### src/bin_sweep_pkg.sv
// constants for the bin tally and list sweep block
// assumes a single 200 MHz clock and a synchronous active-high reset
package bin_sweep_pkg;

  // ==================================================
  // register bus
  localparam int          ADDR_W      = 8;
  localparam int          DATA_W      = 32;
  localparam logic [7:0]  OFS_CTRL    = 8'h00;
  localparam logic [7:0]  OFS_CMD     = 8'h04;
  localparam logic [7:0]  OFS_LEN     = 8'h08;
  localparam logic [7:0]  OFS_STATUS  = 8'h0c;
  localparam logic [7:0]  OFS_IRQ_ST  = 8'h10;
  localparam logic [7:0]  OFS_IRQ_MSK = 8'h14;
  localparam logic [7:0]  OFS_OVF     = 8'h18;
  localparam logic [7:0]  OFS_RESULT  = 8'h1c;
  localparam logic [7:0]  OFS_TALLY   = 8'h40;
  localparam logic [7:0]  OFS_LIST    = 8'h80;

  // ==================================================
  // field positions
  localparam int CTRL_CNT_EN = 0;
  localparam int CTRL_WHOLE  = 3;
  localparam int CTRL_SRC_LO = 4;
  localparam int CMD_CLEAR   = 0;
  localparam int CMD_ENTER   = 1;
  localparam int CMD_LEAVE   = 2;
  localparam int CMD_REMOTE  = 3;
  localparam int IRQ_OVF     = 0;
  localparam int IRQ_POINT   = 1;
  localparam int IRQ_SWEEP   = 2;
  localparam int IRQ_W       = 3;
  localparam int LIST_KIND   = 24;
  localparam int STAT_BUSY   = 8;
  localparam int STAT_ACTIVE = 9;
  localparam int RES_DONE_LO = 16;
  localparam int TALLY_FLAG  = 31;

  // ==================================================
  // tallies
  localparam int              NUM_BINS   = 9;
  localparam int              NUM_TALLY  = 11;
  localparam int              TALLY_SEC  = 9;
  localparam int              TALLY_OUT  = 10;
  localparam int              TALLY_W    = 20;
  localparam logic [19:0]     TALLY_MAX  = 20'hf423f;
  localparam logic [3:0]      CODE_OUT   = 4'ha;

  // ==================================================
  // sweep list
  localparam int          LIST_MAX    = 10;
  localparam int          IDX_W       = 4;
  localparam int          VAL_W       = 24;
  localparam logic [3:0]  LEN_MAX     = 4'ha;
  localparam logic [3:0]  LEN_RST     = 4'ha;
  localparam logic        CNT_EN_RST  = 1'b1;
  localparam logic        WHOLE_RST   = 1'b1;

  typedef enum logic [1:0] {
    SRC_INTERNAL         = 2'b00,
    SRC_MANUAL_KEY       = 2'b01,
    SRC_HANDLER_PIN      = 2'b10,
    SRC_REMOTE           = 2'b11
  } trig_src_t;

  typedef enum logic [0:0] {
    ST_IDLE = 1'b0,
    ST_MEAS = 1'b1
  } sweep_state_t;

endpackage

### src/sat_tally.sv
// one saturating outcome tally with overflow flag
// assumes inc and clr are single-cycle qualified events
`timescale 1ns/1ps
`default_nettype none
module sat_tally
(
  // clock and reset
  input  wire logic                          clk_sys,
  input  wire logic                          srst,
  // control
  input  wire logic                          clr,
  input  wire logic                          inc,
  // state
  output logic [bin_sweep_pkg::TALLY_W-1:0]  count,
  output logic                               ovf
);
  import bin_sweep_pkg::*;

  logic [TALLY_W-1:0] cnt_ff;

  // ==================================================
  // counter
  always_ff @(posedge clk_sys) begin
    if (srst || clr) begin
      cnt_ff <= '0;
    end else if (inc && (cnt_ff != TALLY_MAX)) begin
      cnt_ff <= cnt_ff + 20'h00001;
    end
  end

  assign count = cnt_ff;
  assign ovf   = (cnt_ff == TALLY_MAX);

endmodule
`default_nettype wire

### src/bin_tally_and_list_sweep.sv
// comparator outcome tallies and list sweep sequencer
// assumes measurement engine answers each measStart with one measDone pulse
// all inputs are synchronous to clk_sys
`timescale 1ns/1ps
`default_nettype none

// Notes on behaviour
// - each tally stops counting once it holds 999999.
// - a tally at its maximum raises its own overflow flag.
// - clear-all zeroes all eleven tallies in the same cycle.
// - nine bin tallies plus secondary-fail and out-of-bin tallies.
// - secondary-fail tally counts only parts with secondary outside limits.
// - with counting disabled, outcomes change no tally.
// - the sweep list holds at most ten frequency or level points.
// - each swept point records its own pass or fail result.
// - index of the point being measured is shown during a sweep.
// - entering list sweep selects manual source and acts on one trigger unprompted.
// - internal source sweeps the list continuously without any trigger.
// - manual source advances once per trigger key event.
// - handler source advances once per rising edge of the handler pin.
// - remote source measures one point per remote trigger command.
// - whole-list mode measures the points from the current index to the last on one trigger, except from the remote source.
// - single-point mode measures exactly one point per trigger, then halts.
// - whole-list manual runs to the last step then waits for a key.
// - single-point manual runs the first step alone, then waits per step.
module bin_tally_and_list_sweep
(
  // clock and reset
  input  wire logic                              clk_sys,
  input  wire logic                              srst,
  // register port
  input  wire logic [bin_sweep_pkg::ADDR_W-1:0]  regAddr,
  input  wire logic [bin_sweep_pkg::DATA_W-1:0]  regWdata,
  input  wire logic                              regWr,
  input  wire logic                              regRd,
  output logic [bin_sweep_pkg::DATA_W-1:0]       regRdata,
  // comparator outcomes
  input  wire logic                              outcomeValid,
  input  wire logic [3:0]                        outcomeBin,
  input  wire logic                              outcomeSecFail,
  // trigger sources
  input  wire logic                              trigKey,
  input  wire logic                              handlerTrig,
  // measurement engine
  output logic                                   measStart,
  output logic [bin_sweep_pkg::VAL_W-1:0]        measValue,
  output logic                                   measIsLevel,
  input  wire logic                              measDone,
  input  wire logic                              measPass,
  // status
  output logic [bin_sweep_pkg::IDX_W-1:0]        activeIdx,
  output logic                                   sweepBusy,
  output logic                                   irq
);
  import bin_sweep_pkg::*;

  // ==================================================
  // declarations
  logic                   cntEn_ff;
  logic                   whole_list_mode_ff;
  trig_src_t              trigSrc_ff;
  logic [IDX_W-1:0]       listLen_ff;
  logic [VAL_W:0]         listMem [LIST_MAX];
  logic [LIST_MAX-1:0]    passRes_ff;
  logic [LIST_MAX-1:0]    doneRes_ff;
  logic [IRQ_W-1:0]       irqSt_ff;
  logic [IRQ_W-1:0]       irqMsk_ff;
  logic [IRQ_W-1:0]       irqEvt;
  logic [DATA_W-1:0]      rdata_ff;
  logic [DATA_W-1:0]      nxt_rdata;
  logic                   listActive_ff;
  logic                   autoPend_ff;
  logic                   handlerPrev_ff;
  logic                   runAll_ff;
  sweep_state_t           state_ff;
  logic [IDX_W-1:0]       pointIdx_ff;
  logic                   measStart_ff;
  logic [VAL_W-1:0]       measValue_ff;
  logic                   measIsLevel_ff;
  logic                   wrCtrl;
  logic                   wrCmd;
  logic                   cmdClear;
  logic                   cmdEnter;
  logic                   cmdLeave;
  logic                   cmdRemote;
  logic                   srcEvt;
  logic                   trigEvt;
  logic                   startRun;
  logic                   lastPoint;
  logic                   continueRun;
  logic [IDX_W-1:0]       nxtIdx;
  logic                   ovfRise;
  logic [NUM_TALLY-1:0]   tallyInc;
  logic [NUM_TALLY-1:0]   tallyOvf;
  logic [NUM_TALLY-1:0]   tallyOvfPrev_ff;
  logic [TALLY_W-1:0]     tallyCnt [NUM_TALLY];

  // ==================================================
  // register write decode
  assign wrCtrl    = regWr && (regAddr == OFS_CTRL);
  assign wrCmd     = regWr && (regAddr == OFS_CMD);
  assign cmdClear  = wrCmd && regWdata[CMD_CLEAR];
  assign cmdEnter  = wrCmd && regWdata[CMD_ENTER];
  assign cmdLeave  = wrCmd && regWdata[CMD_LEAVE];
  assign cmdRemote = wrCmd && regWdata[CMD_REMOTE];

  always_ff @(posedge clk_sys) begin
    if (srst) begin
      cntEn_ff           <= CNT_EN_RST;
      whole_list_mode_ff <= WHOLE_RST;
      trigSrc_ff         <= SRC_MANUAL_KEY;
    end else if (cmdEnter) begin
      trigSrc_ff <= SRC_MANUAL_KEY;
    end else if (wrCtrl) begin
      cntEn_ff           <= regWdata[CTRL_CNT_EN];
      whole_list_mode_ff <= regWdata[CTRL_WHOLE];
      trigSrc_ff         <= trig_src_t'(regWdata[CTRL_SRC_LO +: 2]);
    end
  end

  // length outside 1..10 is clamped so the index never runs past the list
  always_ff @(posedge clk_sys) begin
    if (srst) begin
      listLen_ff <= LEN_RST;
    end else if (regWr && (regAddr == OFS_LEN)) begin
      if (regWdata[IDX_W-1:0] == '0) begin
        listLen_ff <= 4'h1;
      end else if (regWdata[IDX_W-1:0] > LEN_MAX) begin
        listLen_ff <= LEN_MAX;
      end else begin
        listLen_ff <= regWdata[IDX_W-1:0];
      end
    end
  end

  // point table: value in low bits, kind bit set for a level point
  always_ff @(posedge clk_sys) begin
    for (int i = 0; i < LIST_MAX; i++) begin
      if (srst) begin
        listMem[i] <= '0;
      end else if (regWr && (regAddr == OFS_LIST + 8'(4 * i))) begin
        listMem[i] <= regWdata[VAL_W:0];
      end
    end
  end

  // ==================================================
  // tallies
  generate
    for (genvar t = 0; t < NUM_TALLY; t++) begin : g_tally
      if (t < NUM_BINS) begin : g_bin
        assign tallyInc[t] = cntEn_ff && outcomeValid
                             && (outcomeBin == 4'(t + 1));
      end else if (t == TALLY_SEC) begin : g_sec
        assign tallyInc[t] = cntEn_ff && outcomeValid && outcomeSecFail;
      end else begin : g_out
        assign tallyInc[t] = cntEn_ff && outcomeValid
                             && (outcomeBin == CODE_OUT);
      end
      sat_tally u_tally (
        .clk_sys (clk_sys),
        .srst    (srst),
        .clr     (cmdClear),
        .inc     (tallyInc[t]),
        .count   (tallyCnt[t]),
        .ovf     (tallyOvf[t])
      );
    end
  endgenerate

  always_ff @(posedge clk_sys) begin
    if (srst) begin
      tallyOvfPrev_ff <= '0;
    end else begin
      tallyOvfPrev_ff <= tallyOvf;
    end
  end

  assign ovfRise = |(tallyOvf & ~tallyOvfPrev_ff);

  // ==================================================
  // trigger selection
  always_ff @(posedge clk_sys) begin
    if (srst) begin
      handlerPrev_ff <= 1'b0;
    end else begin
      handlerPrev_ff <= handlerTrig;
    end
  end

  always_comb begin
    unique case (trigSrc_ff)
      SRC_INTERNAL:    srcEvt = 1'b1;
      SRC_MANUAL_KEY:  srcEvt = trigKey;
      SRC_HANDLER_PIN: srcEvt = handlerTrig && !handlerPrev_ff;
      SRC_REMOTE:      srcEvt = cmdRemote;
    endcase
  end

  // triggers arriving mid-run are dropped, not queued
  assign trigEvt     = listActive_ff && (autoPend_ff || srcEvt);
  assign startRun    = (state_ff == ST_IDLE) && trigEvt && !cmdLeave && !cmdEnter;
  assign lastPoint   = (pointIdx_ff >= listLen_ff - 4'h1);
  assign continueRun = runAll_ff && !lastPoint && listActive_ff && !cmdEnter;
  assign nxtIdx      = lastPoint ? '0 : pointIdx_ff + 4'h1;

  // ==================================================
  // sweep sequencer
  always_ff @(posedge clk_sys) begin
    if (srst) begin
      listActive_ff <= 1'b0;
      autoPend_ff   <= 1'b0;
    end else if (cmdEnter) begin
      listActive_ff <= 1'b1;
      autoPend_ff   <= 1'b1;
    end else if (cmdLeave) begin
      listActive_ff <= 1'b0;
      autoPend_ff   <= 1'b0;
    end else if (startRun) begin
      autoPend_ff <= 1'b0;
    end
  end

  always_ff @(posedge clk_sys) begin
    if (srst || cmdEnter) begin
      state_ff    <= ST_IDLE;
      pointIdx_ff <= '0;
      runAll_ff   <= 1'b0;
    end else begin
      unique case (state_ff)
        ST_IDLE: begin
          if (startRun) begin
            state_ff  <= ST_MEAS;
            // remote commands always take a single point
            runAll_ff <= whole_list_mode_ff
                         && (trigSrc_ff != SRC_REMOTE);
          end
        end
        ST_MEAS: begin
          if (measDone) begin
            pointIdx_ff <= nxtIdx;
            if (!continueRun) begin
              state_ff <= ST_IDLE;
            end
          end
        end
      endcase
    end
  end

  // start pulse and point data for the engine
  always_ff @(posedge clk_sys) begin
    if (srst) begin
      measStart_ff   <= 1'b0;
      measValue_ff   <= '0;
      measIsLevel_ff <= 1'b0;
    end else if (startRun) begin
      measStart_ff   <= 1'b1;
      measValue_ff   <= listMem[pointIdx_ff][VAL_W-1:0];
      measIsLevel_ff <= listMem[pointIdx_ff][LIST_KIND];
    end else if ((state_ff == ST_MEAS) && measDone && continueRun) begin
      measStart_ff   <= 1'b1;
      measValue_ff   <= listMem[nxtIdx][VAL_W-1:0];
      measIsLevel_ff <= listMem[nxtIdx][LIST_KIND];
    end else begin
      measStart_ff <= 1'b0;
    end
  end

  always_ff @(posedge clk_sys) begin
    if (srst || cmdEnter) begin
      passRes_ff <= '0;
      doneRes_ff <= '0;
    end else if ((state_ff == ST_MEAS) && measDone) begin
      passRes_ff[pointIdx_ff] <= measPass;
      doneRes_ff[pointIdx_ff] <= 1'b1;
    end
  end

  // ==================================================
  // interrupts
  assign irqEvt[IRQ_OVF]   = ovfRise;
  assign irqEvt[IRQ_POINT] = (state_ff == ST_MEAS) && measDone;
  assign irqEvt[IRQ_SWEEP] = (state_ff == ST_MEAS) && measDone && lastPoint;

  // a new event wins over a simultaneous write-one clear
  always_ff @(posedge clk_sys) begin
    if (srst) begin
      irqSt_ff <= '0;
    end else if (regWr && (regAddr == OFS_IRQ_ST)) begin
      irqSt_ff <= (irqSt_ff & ~regWdata[IRQ_W-1:0]) | irqEvt;
    end else begin
      irqSt_ff <= irqSt_ff | irqEvt;
    end
  end

  always_ff @(posedge clk_sys) begin
    if (srst) begin
      irqMsk_ff <= '0;
    end else if (regWr && (regAddr == OFS_IRQ_MSK)) begin
      irqMsk_ff <= regWdata[IRQ_W-1:0];
    end
  end

  // ==================================================
  // read port
  always_comb begin
    nxt_rdata = '0;
    if (regAddr == OFS_CTRL) begin
      nxt_rdata[CTRL_CNT_EN]        = cntEn_ff;
      nxt_rdata[CTRL_WHOLE]         = whole_list_mode_ff;
      nxt_rdata[CTRL_SRC_LO +: 2]   = trigSrc_ff;
    end else if (regAddr == OFS_LEN) begin
      nxt_rdata[IDX_W-1:0] = listLen_ff;
    end else if (regAddr == OFS_STATUS) begin
      nxt_rdata[IDX_W-1:0] = pointIdx_ff;
      nxt_rdata[STAT_BUSY]   = state_ff == ST_MEAS;
      nxt_rdata[STAT_ACTIVE] = listActive_ff;
    end else if (regAddr == OFS_IRQ_ST) begin
      nxt_rdata[IRQ_W-1:0] = irqSt_ff;
    end else if (regAddr == OFS_IRQ_MSK) begin
      nxt_rdata[IRQ_W-1:0] = irqMsk_ff;
    end else if (regAddr == OFS_OVF) begin
      nxt_rdata[NUM_TALLY-1:0] = tallyOvf;
    end else if (regAddr == OFS_RESULT) begin
      nxt_rdata[LIST_MAX-1:0]       = passRes_ff;
      nxt_rdata[RES_DONE_LO +: LIST_MAX] = doneRes_ff;
    end else begin
      for (int i = 0; i < NUM_TALLY; i++) begin
        if (regAddr == OFS_TALLY + 8'(4 * i)) begin
          nxt_rdata[TALLY_W-1:0] = tallyCnt[i];
          nxt_rdata[TALLY_FLAG]  = tallyOvf[i];
        end
      end
      for (int i = 0; i < LIST_MAX; i++) begin
        if (regAddr == OFS_LIST + 8'(4 * i)) begin
          nxt_rdata[VAL_W:0] = listMem[i];
        end
      end
    end
  end

  // read data valid only the cycle after the strobe, zero otherwise
  always_ff @(posedge clk_sys) begin
    if (srst || !regRd) begin
      rdata_ff <= '0;
    end else begin
      rdata_ff <= nxt_rdata;
    end
  end

  // ==================================================
  // outputs
  assign regRdata    = rdata_ff;
  assign measStart   = measStart_ff;
  assign measValue   = measValue_ff;
  assign measIsLevel = measIsLevel_ff;
  assign activeIdx   = pointIdx_ff;
  assign sweepBusy   = (state_ff == ST_MEAS);
  assign irq         = |(irqSt_ff & irqMsk_ff);

endmodule
`default_nettype wire

### config.mk
export PLATFORM = sky130hd
export DESIGN_NAME = bin_tally_and_list_sweep
export DESIGN_NICKNAME = d
export VERILOG_FILES = /design/src/bin_sweep_pkg.sv /design/src/sat_tally.sv /design/src/bin_tally_and_list_sweep.sv
export SDC_FILE = /design/constraint.sdc
export NUM_CORES = 1
export LEC_CHECK = 0
export ABC_CLOCK_PERIOD_IN_PS = 5800
export CORE_MARGIN = 2
export CORE_UTILIZATION = 25
export DETAILED_ROUTE_END_ITERATION = 8
export DONT_BUFFER_PORTS = 1
export GPL_TIMING_DRIVEN = 0
export SYNTH_ARGS = -nofsm -noshare
export SYNTH_HDL_FRONTEND = slang
export SYNTH_SLANG_ARGS = --single-unit
### constraint.sdc
create_clock -name clk_sys -period 5.8 [get_ports clk_sys]
set_clock_uncertainty 0.1 [all_clocks]
set_input_delay 0.29 -clock clk_sys [delete_from_list [all_inputs] [get_ports clk_sys]]
set_output_delay 0.29 -clock clk_sys [all_outputs]
set_load 0.01 [all_outputs]
# [Word-level counts from Yosys, hierarchy flattened]
# Memories as Yosys holds them, arrays and structs flattened. A register that Yosys moved wholly into a read port is not among the register bits.
# Index checks and enable logic that the tools add are counted.
# Widths: inputs -> output; s select.
[totals] register_bits=332 mem_bits_rw=250 inputBits=54 wordCells=348 mem_count=1
[op_classes] n_addsub=13 magnitude_cmp=4 eq_ne=64 mux=126 n_bitwise=21 reduce_logical=82
[mem_list] memory="listMem" words=10 width=25 rd=12 rd_ports_with_merged_regs=1 wr=10 line="bin_tally_and_list_sweep.sv:63" source="logic [VAL_W:0] listMem [LIST_MAX];"
[op_table] op="$mux 25" count=26
[op_table] op="$add 20x1->20 const B" count=11
[op_table] op="$eq 20x20->1 const B" count=11
[op_table] op="$mux 20" count=11
[op_table] op="$ne 20x20->1 const B" count=11
[op_table] op="$eq 8x7->1 const B" count=11
[op_table] op="$eq 8x8->1 const B" count=10
[op_table] op="$mux 1" count=57
[op_table] op="$logic_and 1x1->1" count=55
[op_table] op="$mux 24" count=2
[op_table] op="$mux 6" count=7
[op_table] op="$eq 8x5->1 const B" count=4
[op_table] op="$mux 4" count=7
[op_table] op="$eq 4x3->1 const B" count=4
[op_table] op="$eq 8x4->1 const B" count=2
[op_table] op="$reduce_or 8->1" count=2
[op_table] op="$mux 7" count=2
[op_table] op="$eq 4x4->1 const B" count=3
[op_table] op="$mux 3" count=4
[op_table] op="$and 11x11->11" count=1
[op_table] op="$mux 11" count=1
[op_table] op="$not 11->11" count=1
[op_table] op="$reduce_or 11->1" count=1
[op_table] op="$bwmux 10" count=1
[op_table] op="36 further kinds" count=65

# [Longest topological paths before layout]
# Gate-level depths: netlist (run 1).
[depth] ltp_word=41 depth_mapped=14 mapped_depth_nobuf=11

# [By module]
# Synthesis (run 1) repeated with hierarchy kept, for this count alone.
[hier_totals] hier_cells=3523 hier_area_um2=33494.6
[modules_own_cells] module="bin_tally_and_list_sweep" instances=1 cells_each=2255 area_each_um2=22466.5
[modules_own_cells] module="sat_tally at g_tally[0].u_tally ..." instances=10 cells_each=114 area_each_um2=998.5
[modules_own_cells] module="sat_tally at g_tally[9].u_tally" instances=1 cells_each=128 area_each_um2=1043.5

# [Worst setup path after synthesis (run 1)]
# OpenSTA, ideal clock, no wires.
[synth_timing] kind="register to register" start="reg listLen_ff[0]" end="reg measValue_ff[18] (netlist: measValue[18])" arrival_ps=2808 t_required_ps=5597 slack_ps=2789 path_stages_with_launch=15 path_buffers=3 synth_period_minus_slack_ps=3011 path_cell_list="dfxtp_1 -> inv_1 -> ha_1 -> xnor2_1 -> ha_1 -> or2_2 -> a21oi_1 -> or2_1 -> buf_2 -> and3_1 -> buf_4 -> buf_2 -> a221oi_1 -> o311a_1 -> a2111oi_2"
[synth_between] elab_chain_len=8 word_cells_on_any_way=12
[synth_lines] item="start, declared" line="bin_tally_and_list_sweep.sv:62" source="logic [IDX_W-1:0] listLen_ff;"
[synth_lines] item="start signal, assigned" line="bin_tally_and_list_sweep.sv:131" source="listLen_ff <= regWdata[IDX_W-1:0];"
[synth_lines] item="$sub 4x1->4 (*)" line="bin_tally_and_list_sweep.sv:203" source="assign lastPoint = (pointIdx_ff >= listLen_ff - 4'h1);"
[synth_lines] item="$ge 4x4->1 (*)" line="bin_tally_and_list_sweep.sv:203"
[synth_lines] item="parallel branches: the longest is 6 deep, another holds $mem_v2 10x25"
[synth_lines] item="end signal, assigned" line="bin_tally_and_list_sweep.sv:259" source="measValue_ff <= listMem[pointIdx_ff][VAL_W-1:0];"
[synth_lines] item="end signal, assigned" line="bin_tally_and_list_sweep.sv:263" source="measValue_ff <= listMem[nxtIdx][VAL_W-1:0];"
[synth_lines] item="end, declared" line="bin_tally_and_list_sweep.sv:78" source="logic [VAL_W-1:0] measValue_ff;"
# Every way passes the cells marked *. The select of a mux whose other input is x is not followed.
# A chain may end at the register's enable or synchronous reset.

# [Worst setup path after layout (run 1)]
[layout_timing] start="reg pointIdx_ff[1] (netlist: activeIdx[1])" end="reg measValue_ff[16] (netlist: measValue[16])"
[layout_between] elab_chain_len=7 word_cells_on_any_way=12
[layout_lines] item="start, declared" line="bin_tally_and_list_sweep.sv:76" source="logic [IDX_W-1:0] pointIdx_ff;"
[layout_lines] item="start signal, assigned" line="bin_tally_and_list_sweep.sv:241" source="pointIdx_ff <= nxtIdx;"
[layout_lines] item="parallel branches: the longest is 7 deep, another holds $mem_v2 10x25"
# Several ways; the timed one is not identified. The select of a mux whose other input is x is not followed.

==> results.rst, run 1 <==
.. list-table::
   :header-rows: 1

   * - Metric
     - Value
   * - Area Growth Syn to Fin
     - 15.8%
   * - Worst setup path startpoint
     - activeIdx[1]
   * - Hold path cells
     - 5
   * - Total die area
     - between 0.1 and 0.15 mm²
   * - Number of hold violations in the final report
     - 0
   * - Antenna viol nets, final
     - 0
   * - WL final
     - between 150000 and 200000 µm
   * - Placed Cells incl. Taps
     - 5092
   * - Total internal power
     - 7330 µW
   * - Std-Cell Rows
     - 132
   * - Critical path launch point type
     - register
   * - DPL Wire Length
     - 118000 µm
   * - Number of enable-type register cells in the synthesized netlist
     - 250
   * - Time the worst path needs with I/O delays and setup
     - 4.77 ns
   * - Synthesized flop and latch total
     - between 500 and 600
   * - Share of power burned in registers
     - 45.9%
   * - Via count
     - 30500
   * - Critical setup path kind
     - reg -> reg
   * - Max-slew violation total from the final report
     - 9
   * - Share of flip-flops with an asynchronous set or reset after synthesis
     - 0%
   * - Die X-Extent
     - 364 µm
   * - R2r worst-path depth
     - 9
   * - Root buf cell
     - sky130_fd_sc_hd__clkbuf_16
   * - Worst setup EP type
     - register
   * - Clock slew at reported path FFs
     - 0.06 ns
   * - Ratio of routed vias to standard cells
     - 5.79
   * - Part of the power in the clock network
     - 48.9%
   * - Source of the worst hold timing path
     - outcomeBin[1]
   * - Resized cells post-CTS
     - 0
   * - Leakage
     - 0.0119 µW
   * - Pin count of the biggest net entering global routing
     - 26
   * - Slew @ Worst Pin
     - 1.70 ns
   * - Ports placed on the boundary
     - between 100 and 150
   * - Ratio of total power to cell area
     - 260 mW/mm²
   * - First-pass GRT wire length
     - about 220000 µm
   * - Worst vdd rail ir drop
     - 0.193 mV
   * - Area of the mapped netlist
     - 0.0324 mm²
   * - Overall power
     - 9750 µW
   * - Classification of the worst-slack hold path
     - in -> reg
   * - Result of the run
     - complete, but fails checks
   * - Fraction of final layout cells with drive strength greater than 1
     - 11.1%
   * - Post-synth top flop
     - sky130_fd_sc_hd__dfxtp_1
   * - Skew-Pair Late Insertion Delay
     - 0.66 ns
   * - Final global-route overflow total
     - 0
   * - Number of DRC violations after detailed routing
     - 0
   * - Net switching component of the power
     - 2410 µW
   * - Count of distinct cell types in the synthesized netlist
     - 94
   * - Maximum fanout along the worst path
     - 10
   * - Number of setup violations in the final report
     - 0
   * - End of the worst register-to-register path
     - measValue[16]
   * - Proportion of power drawn by combinational gates
     - 5.2%
   * - Sequential element share of the synthesized area
     - a little over two fifths
   * - Fillcell total
     - 13600
   * - GRT Total Usage
     - 23.2%
   * - Setup TNS
     - 0 ns
   * - Largest buffer count on any clock path
     - 3
   * - CTS tree
     - built
   * - Die height
     - 364 µm
   * - Slew headroom
     - -13.6%
   * - Sink of the worst hold path
     - g_tally[2].u_tally.count[0]
   * - CP required
     - 6.24 ns
   * - Standard cell core area
     - about 0.13 mm²
   * - Initial Util
     - 25.1%
   * - Number of antenna violations at the first check in global routing
     - 36
   * - Final routed wire length divided by cell count
     - 30.3 µm
   * - Synthesized netlist cell count
     - 3344
   * - Number of max-capacitance violations reported
     - 1
   * - Failing checks
     - capacitance limit, slew limit
   * - DR iter-0 viols
     - 4706
   * - Final Wtd Congestion
     - 1.05
   * - Fin cells
     - 5268
   * - Setup repair after global routing missed its margin
     - false
   * - Final net count
     - 3530
   * - Source of the worst register-to-register timing path
     - activeIdx[1]
   * - Timing-limited maximum frequency
     - 0.210 GHz
   * - FF-to-FF setup slack
     - around 1.0 ns
   * - Share of the cycle needed by the critical path after routing
     - 82.2%
   * - Inserted Clock Buffers
     - 71
   * - Worst EP arrival
     - about 5.2 ns
   * - Average cell area after synthesis
     - 9.68 µm²
   * - H-tree lvl count
     - 3
   * - YS warnings
     - 0
   * - Clk sink count
     - 581
   * - Port buffer count
     - 0
   * - Number of detailed-route iterations in the first pass
     - 9
   * - Sw Ratio
     - about 25%
   * - Vias in the first global route
     - 28400
==> cell usage in the layout (no fill, tap or decap), types with 18 or more instances in the layout <==
cell,Yosys,final
sky130_fd_sc_hd__inv_1,28,28
sky130_fd_sc_hd__a2111oi_2,18,18
sky130_fd_sc_hd__and4_1,22,22
sky130_fd_sc_hd__a21oi_1,145,145
sky130_fd_sc_hd__o22ai_1,47,47
sky130_fd_sc_hd__o21ai_1,22,22
sky130_fd_sc_hd__clkbuf_16,0,75
sky130_fd_sc_hd__o211ai_1,19,19
sky130_fd_sc_hd__ha_1,20,20
sky130_fd_sc_hd__o221ai_1,42,42
sky130_fd_sc_hd__mux2_2,81,81
sky130_fd_sc_hd__xnor2_1,78,78
sky130_fd_sc_hd__nand3_1,102,102
sky130_fd_sc_hd__dlygate4sd3_1,0,33
sky130_fd_sc_hd__edfxtp_1,250,250
sky130_fd_sc_hd__a211oi_1,19,19
sky130_fd_sc_hd__xor2_1,111,111
sky130_fd_sc_hd__o311a_1,21,21
sky130_fd_sc_hd__and3_1,53,53
sky130_fd_sc_hd__dfxtp_1,331,331
sky130_fd_sc_hd__nor2_1,338,335
sky130_fd_sc_hd__a22oi_1,50,50
sky130_fd_sc_hd__a221oi_1,68,68
sky130_fd_sc_hd__nor3_1,76,76
sky130_fd_sc_hd__o21ai_0,151,151
sky130_fd_sc_hd__and2_1,245,245
sky130_fd_sc_hd__nand4_1,56,56
sky130_fd_sc_hd__clkbuf_1,175,188
sky130_fd_sc_hd__nand2_1,270,260
sky130_fd_sc_hd__mux2i_1,74,74
sky130_fd_sc_hd__nor4_1,18,18
sky130_fd_sc_hd__mux4_2,64,64
sky130_fd_sc_hd__buf_2,51,51
sky130_fd_sc_hd__or3_1,34,34
==> through the flow <==
step           hold slack [ns]  setup slack (ns)  utilization (%)  instance area, µm²
6_report                0.0369              1.03             29.1               37500
5_1_grt                 0.0396              1.24             29.0               37500
4_1_cts                 0.0145              1.33             29.0               37400
3_5_place_dp             0.339              1.27             26.8               34600
3_3_place_gp             0.331             0.734             26.8               34600
2_1_floorplan            0.319              2.79                -               32400
==> cells by family (layout without fill, tap and decap cells) <==
| kind of cell | after synthesis | after routing | share of synthesized area, % |
|---|---|---|---|
| other cells | 1 | 19 | 0.0116 |
| fa+ha+maj | 21 | 21 | 0.804 |
| compound gates | 718 | 718 | 15.6 |
| simple gates | 1337 | 1337 | 21.6 |
| xor+xnor | 189 | 189 | 5.11 |
| mux | 220 | 220 | 9.64 |
| buf+inv | 277 | 441 | 3.53 |
| flops | 581 | 581 | 43.7 |
==> critical path, cell delays in order (launching register included) <==
cell	delay [ns]
sky130_fd_sc_hd__dfxtp_1	0.69
sky130_fd_sc_hd__inv_1	0.16
sky130_fd_sc_hd__ha_1	0.30
sky130_fd_sc_hd__buf_2	0.18
sky130_fd_sc_hd__clkbuf_1	0.48
sky130_fd_sc_hd__o21ai_1	1.04
sky130_fd_sc_hd__clkbuf_1	0.66
sky130_fd_sc_hd__a221oi_1	0.34
sky130_fd_sc_hd__o311a_1	0.41
sky130_fd_sc_hd__a2111oi_2	0.30
==> repair_timing <==
action | in CTS | in global routing
hold buffers | 33 | 0
endpoints found under the setup margin | 0 | 0
buffers inserted | 0 | 0
hold endpoints to repair | 234 | 0
==> metal layers <==
| metal | global-route usage [%] | up-vias | wire, µm |
|---|---|---|---|
| li1 | - | 12700 | - |
| met1 | 29.2 | 14900 | 60800 |
| met2 | 35.1 | 2263 | 68200 |
| met3 | 8.45 | 564 | 21500 |
| met4 | 11.0 | 22 | 8970 |
| met5 | 0 | - | 144 |
==> power groups by stage <==
stage / combinational, µW / sequential (µW) / clock (µW)
after floorplan: 266 / 4500 / 0
after global placement: 440 / 4550 / 0
after detailed placement: 444 / 4550 / 0
after CTS: 486 / 4460 / 4790
after global routing: 518 / 4480 / 4950
final: 509 / 4480 / 4760
==> state kept, by name, indices dropped and copies added, names as in the netlist, 2 cells and up, named ones only <==
| signal | flops |
|---|---|
| g_tally.u_tally.count | 220 |
| doneRes_ff | 10 |
| tallyOvfPrev_ff | 11 |
| activeIdx | 4 |
| listMem | 250 |
| irqMsk_ff | 3 |
| irqSt_ff | 3 |
| passRes_ff | 10 |
| trigSrc_ff | 2 |
| measValue | 24 |
| regRdata | 27 |
| listLen_ff | 4 |
==> worst max-delay path by stage <==
stage | to | slack, ns
floorplan | measValue[18] | 2.79
global placement | listMem[6][13] | 0.73
detailed placement | regRdata[11] | 1.27
CTS | measValue[8] | 1.33
global route | measValue[8] | 1.24
finish | measValue[16] | 1.03
==> Yosys cell counts, types with 9 or more instances <==
cell                          n  area (µm²)
sky130_fd_sc_hd__nand3_1    102         510
sky130_fd_sc_hd__edfxtp_1   250        7510
sky130_fd_sc_hd__a221o_1      9        90.1
sky130_fd_sc_hd__a211oi_1    19         143
sky130_fd_sc_hd__buf_1       13        48.8
sky130_fd_sc_hd__inv_1       28         105
sky130_fd_sc_hd__and2_1     245        1530
sky130_fd_sc_hd__o21ai_1     22         110
sky130_fd_sc_hd__nand2_1    270        1010
sky130_fd_sc_hd__dfxtp_1    331        6630
sky130_fd_sc_hd__clkbuf_1   175         657
sky130_fd_sc_hd__nand4_1     56         350
sky130_fd_sc_hd__nand2b_1    10        62.6
sky130_fd_sc_hd__o221ai_1    42         368
sky130_fd_sc_hd__mux2_2      81         912
sky130_fd_sc_hd__a221oi_1    68         596
sky130_fd_sc_hd__nor2b_1     15        93.8
sky130_fd_sc_hd__o21ai_0    151         756
sky130_fd_sc_hd__mux4_2      64        1440
sky130_fd_sc_hd__xor2_1     111         972
sky130_fd_sc_hd__a21oi_1    145         726
sky130_fd_sc_hd__ha_1        20         250
sky130_fd_sc_hd__nor3_1      76         380
sky130_fd_sc_hd__o22ai_1     47         294
sky130_fd_sc_hd__o211ai_1    19         143
sky130_fd_sc_hd__nor4b_1     12         105
sky130_fd_sc_hd__buf_2       51         255
sky130_fd_sc_hd__o311a_1     21         210
sky130_fd_sc_hd__and4_1      22         193
sky130_fd_sc_hd__mux2i_1     74         741
sky130_fd_sc_hd__or3_1       34         213
sky130_fd_sc_hd__xnor2_1     78         683
sky130_fd_sc_hd__a2111oi_2   18         270
sky130_fd_sc_hd__and3_1      53         332
sky130_fd_sc_hd__nor3b_1     10        75.1
sky130_fd_sc_hd__nor2_1     338        1270
sky130_fd_sc_hd__a22oi_1     50         375
sky130_fd_sc_hd__nor4_1      18         113
==> cell type report <==
class | count | area (µm²) | area share (%)
diodes | 14 | 35.0 | 0.0935
plain buffers | 248 | 1030 | 2.75
clock buffers | 98 | 2060 | 5.51
clock inverters | 31 | 414 | 1.11
inverters | 29 | 109 | 0.290
multi-input cells | 2490 | 17100 | 45.8
flip-flops and latches | 581 | 14100 | 37.7
well taps | 1742 | 2180 | 5.82
repair buffers | 35 | 360 | 0.962
No activity file was read; power rests on OpenSTA's default activity.
==> inputs of run 2 (changes only) <==
ABC_CLOCK_PERIOD_IN_PS = 4250   (was 5800)
clock period = 4.25 ns   (was 5.8 ns; I/O delays follow)
==> run 2 against run 1 <==
  * The run ends with capacitance limit, slew limit, setup timing left
  * Fmax rose by 11%
  * Final cell count rose by 0.13%
  * Combinational power rose by 37%
  * Sequential power rose by 36%
  * Count of clock-buffer cells in the layout did not move
  * Clock power rose by 37%
  * Power rose by 37%
  * Hold slack got worse by 0.0064 ns
  * Critical endpoint unchanged
==> results.rst, run 2 (synthesis results as in run 1) <==
.. list-table::
   :header-rows: 1

   * - Metric
     - Value
   * - Number of DRC violations after detailed routing
     - 0 (unchanged)
   * - First-pass GRT wire length
     - 220000 µm (+0.12%)
   * - Ratio of routed vias to standard cells
     - 5.78 (about the same)
   * - Share of the cycle needed by the critical path after routing
     - 101% (+19 points)
   * - Ratio of total power to cell area
     - 354 mW/mm² (+36%)
   * - Via count
     - 30500 (+0.089%)
   * - Antenna viol nets, final
     - 0 (unchanged)
   * - Clock slew at reported path FFs
     - 0.06 ns (about the same)
   * - Worst setup EP type
     - register
   * - Max-slew violation total from the final report
     - 9 (unchanged)
   * - Source of the worst register-to-register timing path
     - activeIdx[1]
   * - Final Wtd Congestion
     - 1.05 (unchanged)
   * - Fraction of final layout cells with drive strength greater than 1
     - 11.3% (+0.21 points)
   * - Commonest non-fill, non-tap cell in the layout
     - sky130_fd_sc_hd__nor2_1
   * - Setup repair after global routing missed its margin
     - false
   * - Largest register by flop count
     - listMem
   * - DR iter-0 viols
     - 4729 (+0.49%)
   * - Leakage
     - 0.0120 µW (+0.36%)
   * - Worst hold-check slack
     - 0.0305 ns (-0.00638 ns)
   * - Total die area
     - 0.132 mm² (unchanged)
   * - Clk sink count
     - 581 (unchanged)
   * - Number of flip-flops in the largest register
     - 250 (unchanged)
   * - Skew-Pair Late Insertion Delay
     - 0.66 ns (about the same)
   * - Classification of the worst-slack hold path
     - in -> reg
   * - H-tree lvl count
     - 3 (unchanged)
   * - Worst vdd rail ir drop
     - 0.262 mV (+36%)
   * - Final routed wire length divided by cell count
     - 30.3 µm (-0.16%)
   * - Initial Util
     - 25.1% (unchanged)
   * - Root buf cell
     - sky130_fd_sc_hd__clkbuf_16
   * - Maximum fanout along the worst path
     - 10 (unchanged)
   * - Result of the run
     - complete, but fails checks
   * - Std-Cell Rows
     - 132 (unchanged)
   * - Die X-Extent
     - 364 µm (unchanged)
   * - Worst setup path startpoint
     - activeIdx[1]
   * - DPL Wire Length
     - 118000 µm (unchanged)
   * - Critical setup path kind
     - reg -> reg
   * - R2r worst-path depth
     - 9 (unchanged)
   * - GRT Total Usage
     - 23.2% (+0.033 points)
   * - Final net count
     - 3537 (+0.20%)
   * - End of the worst register-to-register path
     - measValue[16]
   * - Pin count of the biggest net entering global routing
     - 26 (unchanged)
   * - Most used cells in the layout excluding fill and tap cells
     - sky130_fd_sc_hd__nor2_1 (334), sky130_fd_sc_hd__dfxtp_1 (331), sky130_fd_sc_hd__nand2_1 (260), sky130_fd_sc_hd__edfxtp_1 (250), sky130_fd_sc_hd__and2_1 (245)
   * - Timing-limited maximum frequency
     - 0.232 GHz (+11%)
   * - Area Growth Syn to Fin
     - 16.1%
   * - Capture point of the worst path
     - measValue[16]
   * - Time the worst path needs with I/O delays and setup
     - 4.30 ns (-0.465 ns)
   * - Number of hold violations in the final report
     - 0 (unchanged)
   * - Critical path launch point type
     - register
   * - Ports placed on the boundary
     - 118 (unchanged)
   * - Die height
     - 364 µm (unchanged)
   * - Inserted Clock Buffers
     - 71 (unchanged)
   * - Final core utilization
     - 29.1% (+0.077 points)
   * - Port buffer count
     - 0 (unchanged)
   * - Setup TNS
     - -0.120 ns (-0.120 ns)
   * - Failing checks
     - capacitance limit, slew limit, setup timing
   * - Number of antenna violations at the first check in global routing
     - 31 (-14%)
   * - Number of setup violations in the final report
     - 3 (+3)
   * - CTS tree
     - built
   * - Number of max-capacitance violations reported
     - 1 (unchanged)
   * - Final global-route overflow total
     - 0 (unchanged)
   * - Largest buffer count on any clock path
     - 3 (unchanged)
   * - Standard cell core area
     - 0.129 mm² (unchanged)
   * - WL final
     - 160000 µm (about the same)
   * - Vias in the first global route
     - 28500 (+0.11%)
   * - Slew headroom
     - -10.2% (+3.5 points)
   * - Worst EP arrival
     - 4.74 ns (-0.47 ns)
   * - Worst setup slack after layout
     - -0.0520 ns (-1.08 ns)
   * - Slew @ Worst Pin
     - 1.65 ns (-0.0524 ns)
   * - CP required
     - 4.69 ns (-1.55 ns)
   * - FF-to-FF setup slack
     - -0.05 ns (-1.08 ns)
   * - Number of detailed-route iterations in the first pass
     - 9 (unchanged)
## run 2: changes by cell type in the layout (fill, tap and decap cells not counted), sizes merged
cell	before	now
dlygate4sd3	33	38
buf	75	77
## run 2: through the flow
step	worst slack, ns	total power, µW	instances	cell area [µm²]
2_1_floorplan	1.24	6500	3348	32400
3_3_place_gp	-0.738	6810	5090	34600
3_5_place_dp	-0.201	6820	5092	34600
4_1_cts	0.0313	13300	5259	37500
5_1_grt	0.0147	13600	5268	37600
6_report	-0.0520	13300	5275	37600
## run 2: worst min path at each step
stage                             start                     endpoint  slack (ns)  depth (start not counted)
after floorplan             handlerTrig               handlerPrev_ff        0.24                          2
after global placement      handlerTrig               handlerPrev_ff        0.25                          2
after detailed placement    handlerTrig               handlerPrev_ff        0.26                          2
after CTS                 outcomeBin[0]  g_tally[1].u_tally.count[1]       0.004                          5
after global routing         regAddr[7]                  regRdata[2]        0.04                          5
final                             regWr                  irqSt_ff[2]        0.03                          4
## run 2: report_power, final
group | leakage [µW] | total, µW | switching, µW | internal, µW
clock network | 0.00121 | 6510 | 2650 | 3860
logic | 0.00572 | 697 | 500 | 198
registers | 0.00504 | 6110 | 156 | 5950
total | 0.0120 | 13300 | 3300 | 10000
## run 2: critical path, stage by stage, from the launching register on
cell	delay [ns]
sky130_fd_sc_hd__dfxtp_1	0.69
sky130_fd_sc_hd__inv_1	0.16
sky130_fd_sc_hd__ha_1	0.29
sky130_fd_sc_hd__buf_2	0.18
sky130_fd_sc_hd__clkbuf_1	0.52
sky130_fd_sc_hd__o21ai_4	0.58
sky130_fd_sc_hd__clkbuf_1	0.63
sky130_fd_sc_hd__a221oi_1	0.32
sky130_fd_sc_hd__o311a_1	0.41
sky130_fd_sc_hd__a2111oi_2	0.29
## run 2: area by class of cell
type                       instances  area [µm²]
fill                           13600       91400
clock buffer                      98        2060
timing repair buffer              42         438
sequential                       581       14100
clock inverter                    31         414
multi-input combinational       2490       17200
buffer                           248        1040
antenna                           14        35.0
tap                             1742        2180
inverter                          29         109
## run 2: metal layers
metal / global-route usage, % / routed length [µm]
met1: 29.3 / 60700
met5: 0 / 113
met2: 35.0 / 67600
met4: 11.2 / 9480
met3: 8.52 / 21700
## run 2: what timing repair did
item,4_1_cts,5_1_grt
gates cloned,0,0
pin swaps,1,1
hold endpoints to repair,245,0
hold buffers,38,0
endpoints found under the setup margin,19,24
resized for setup,1,9
buffers inserted,0,2
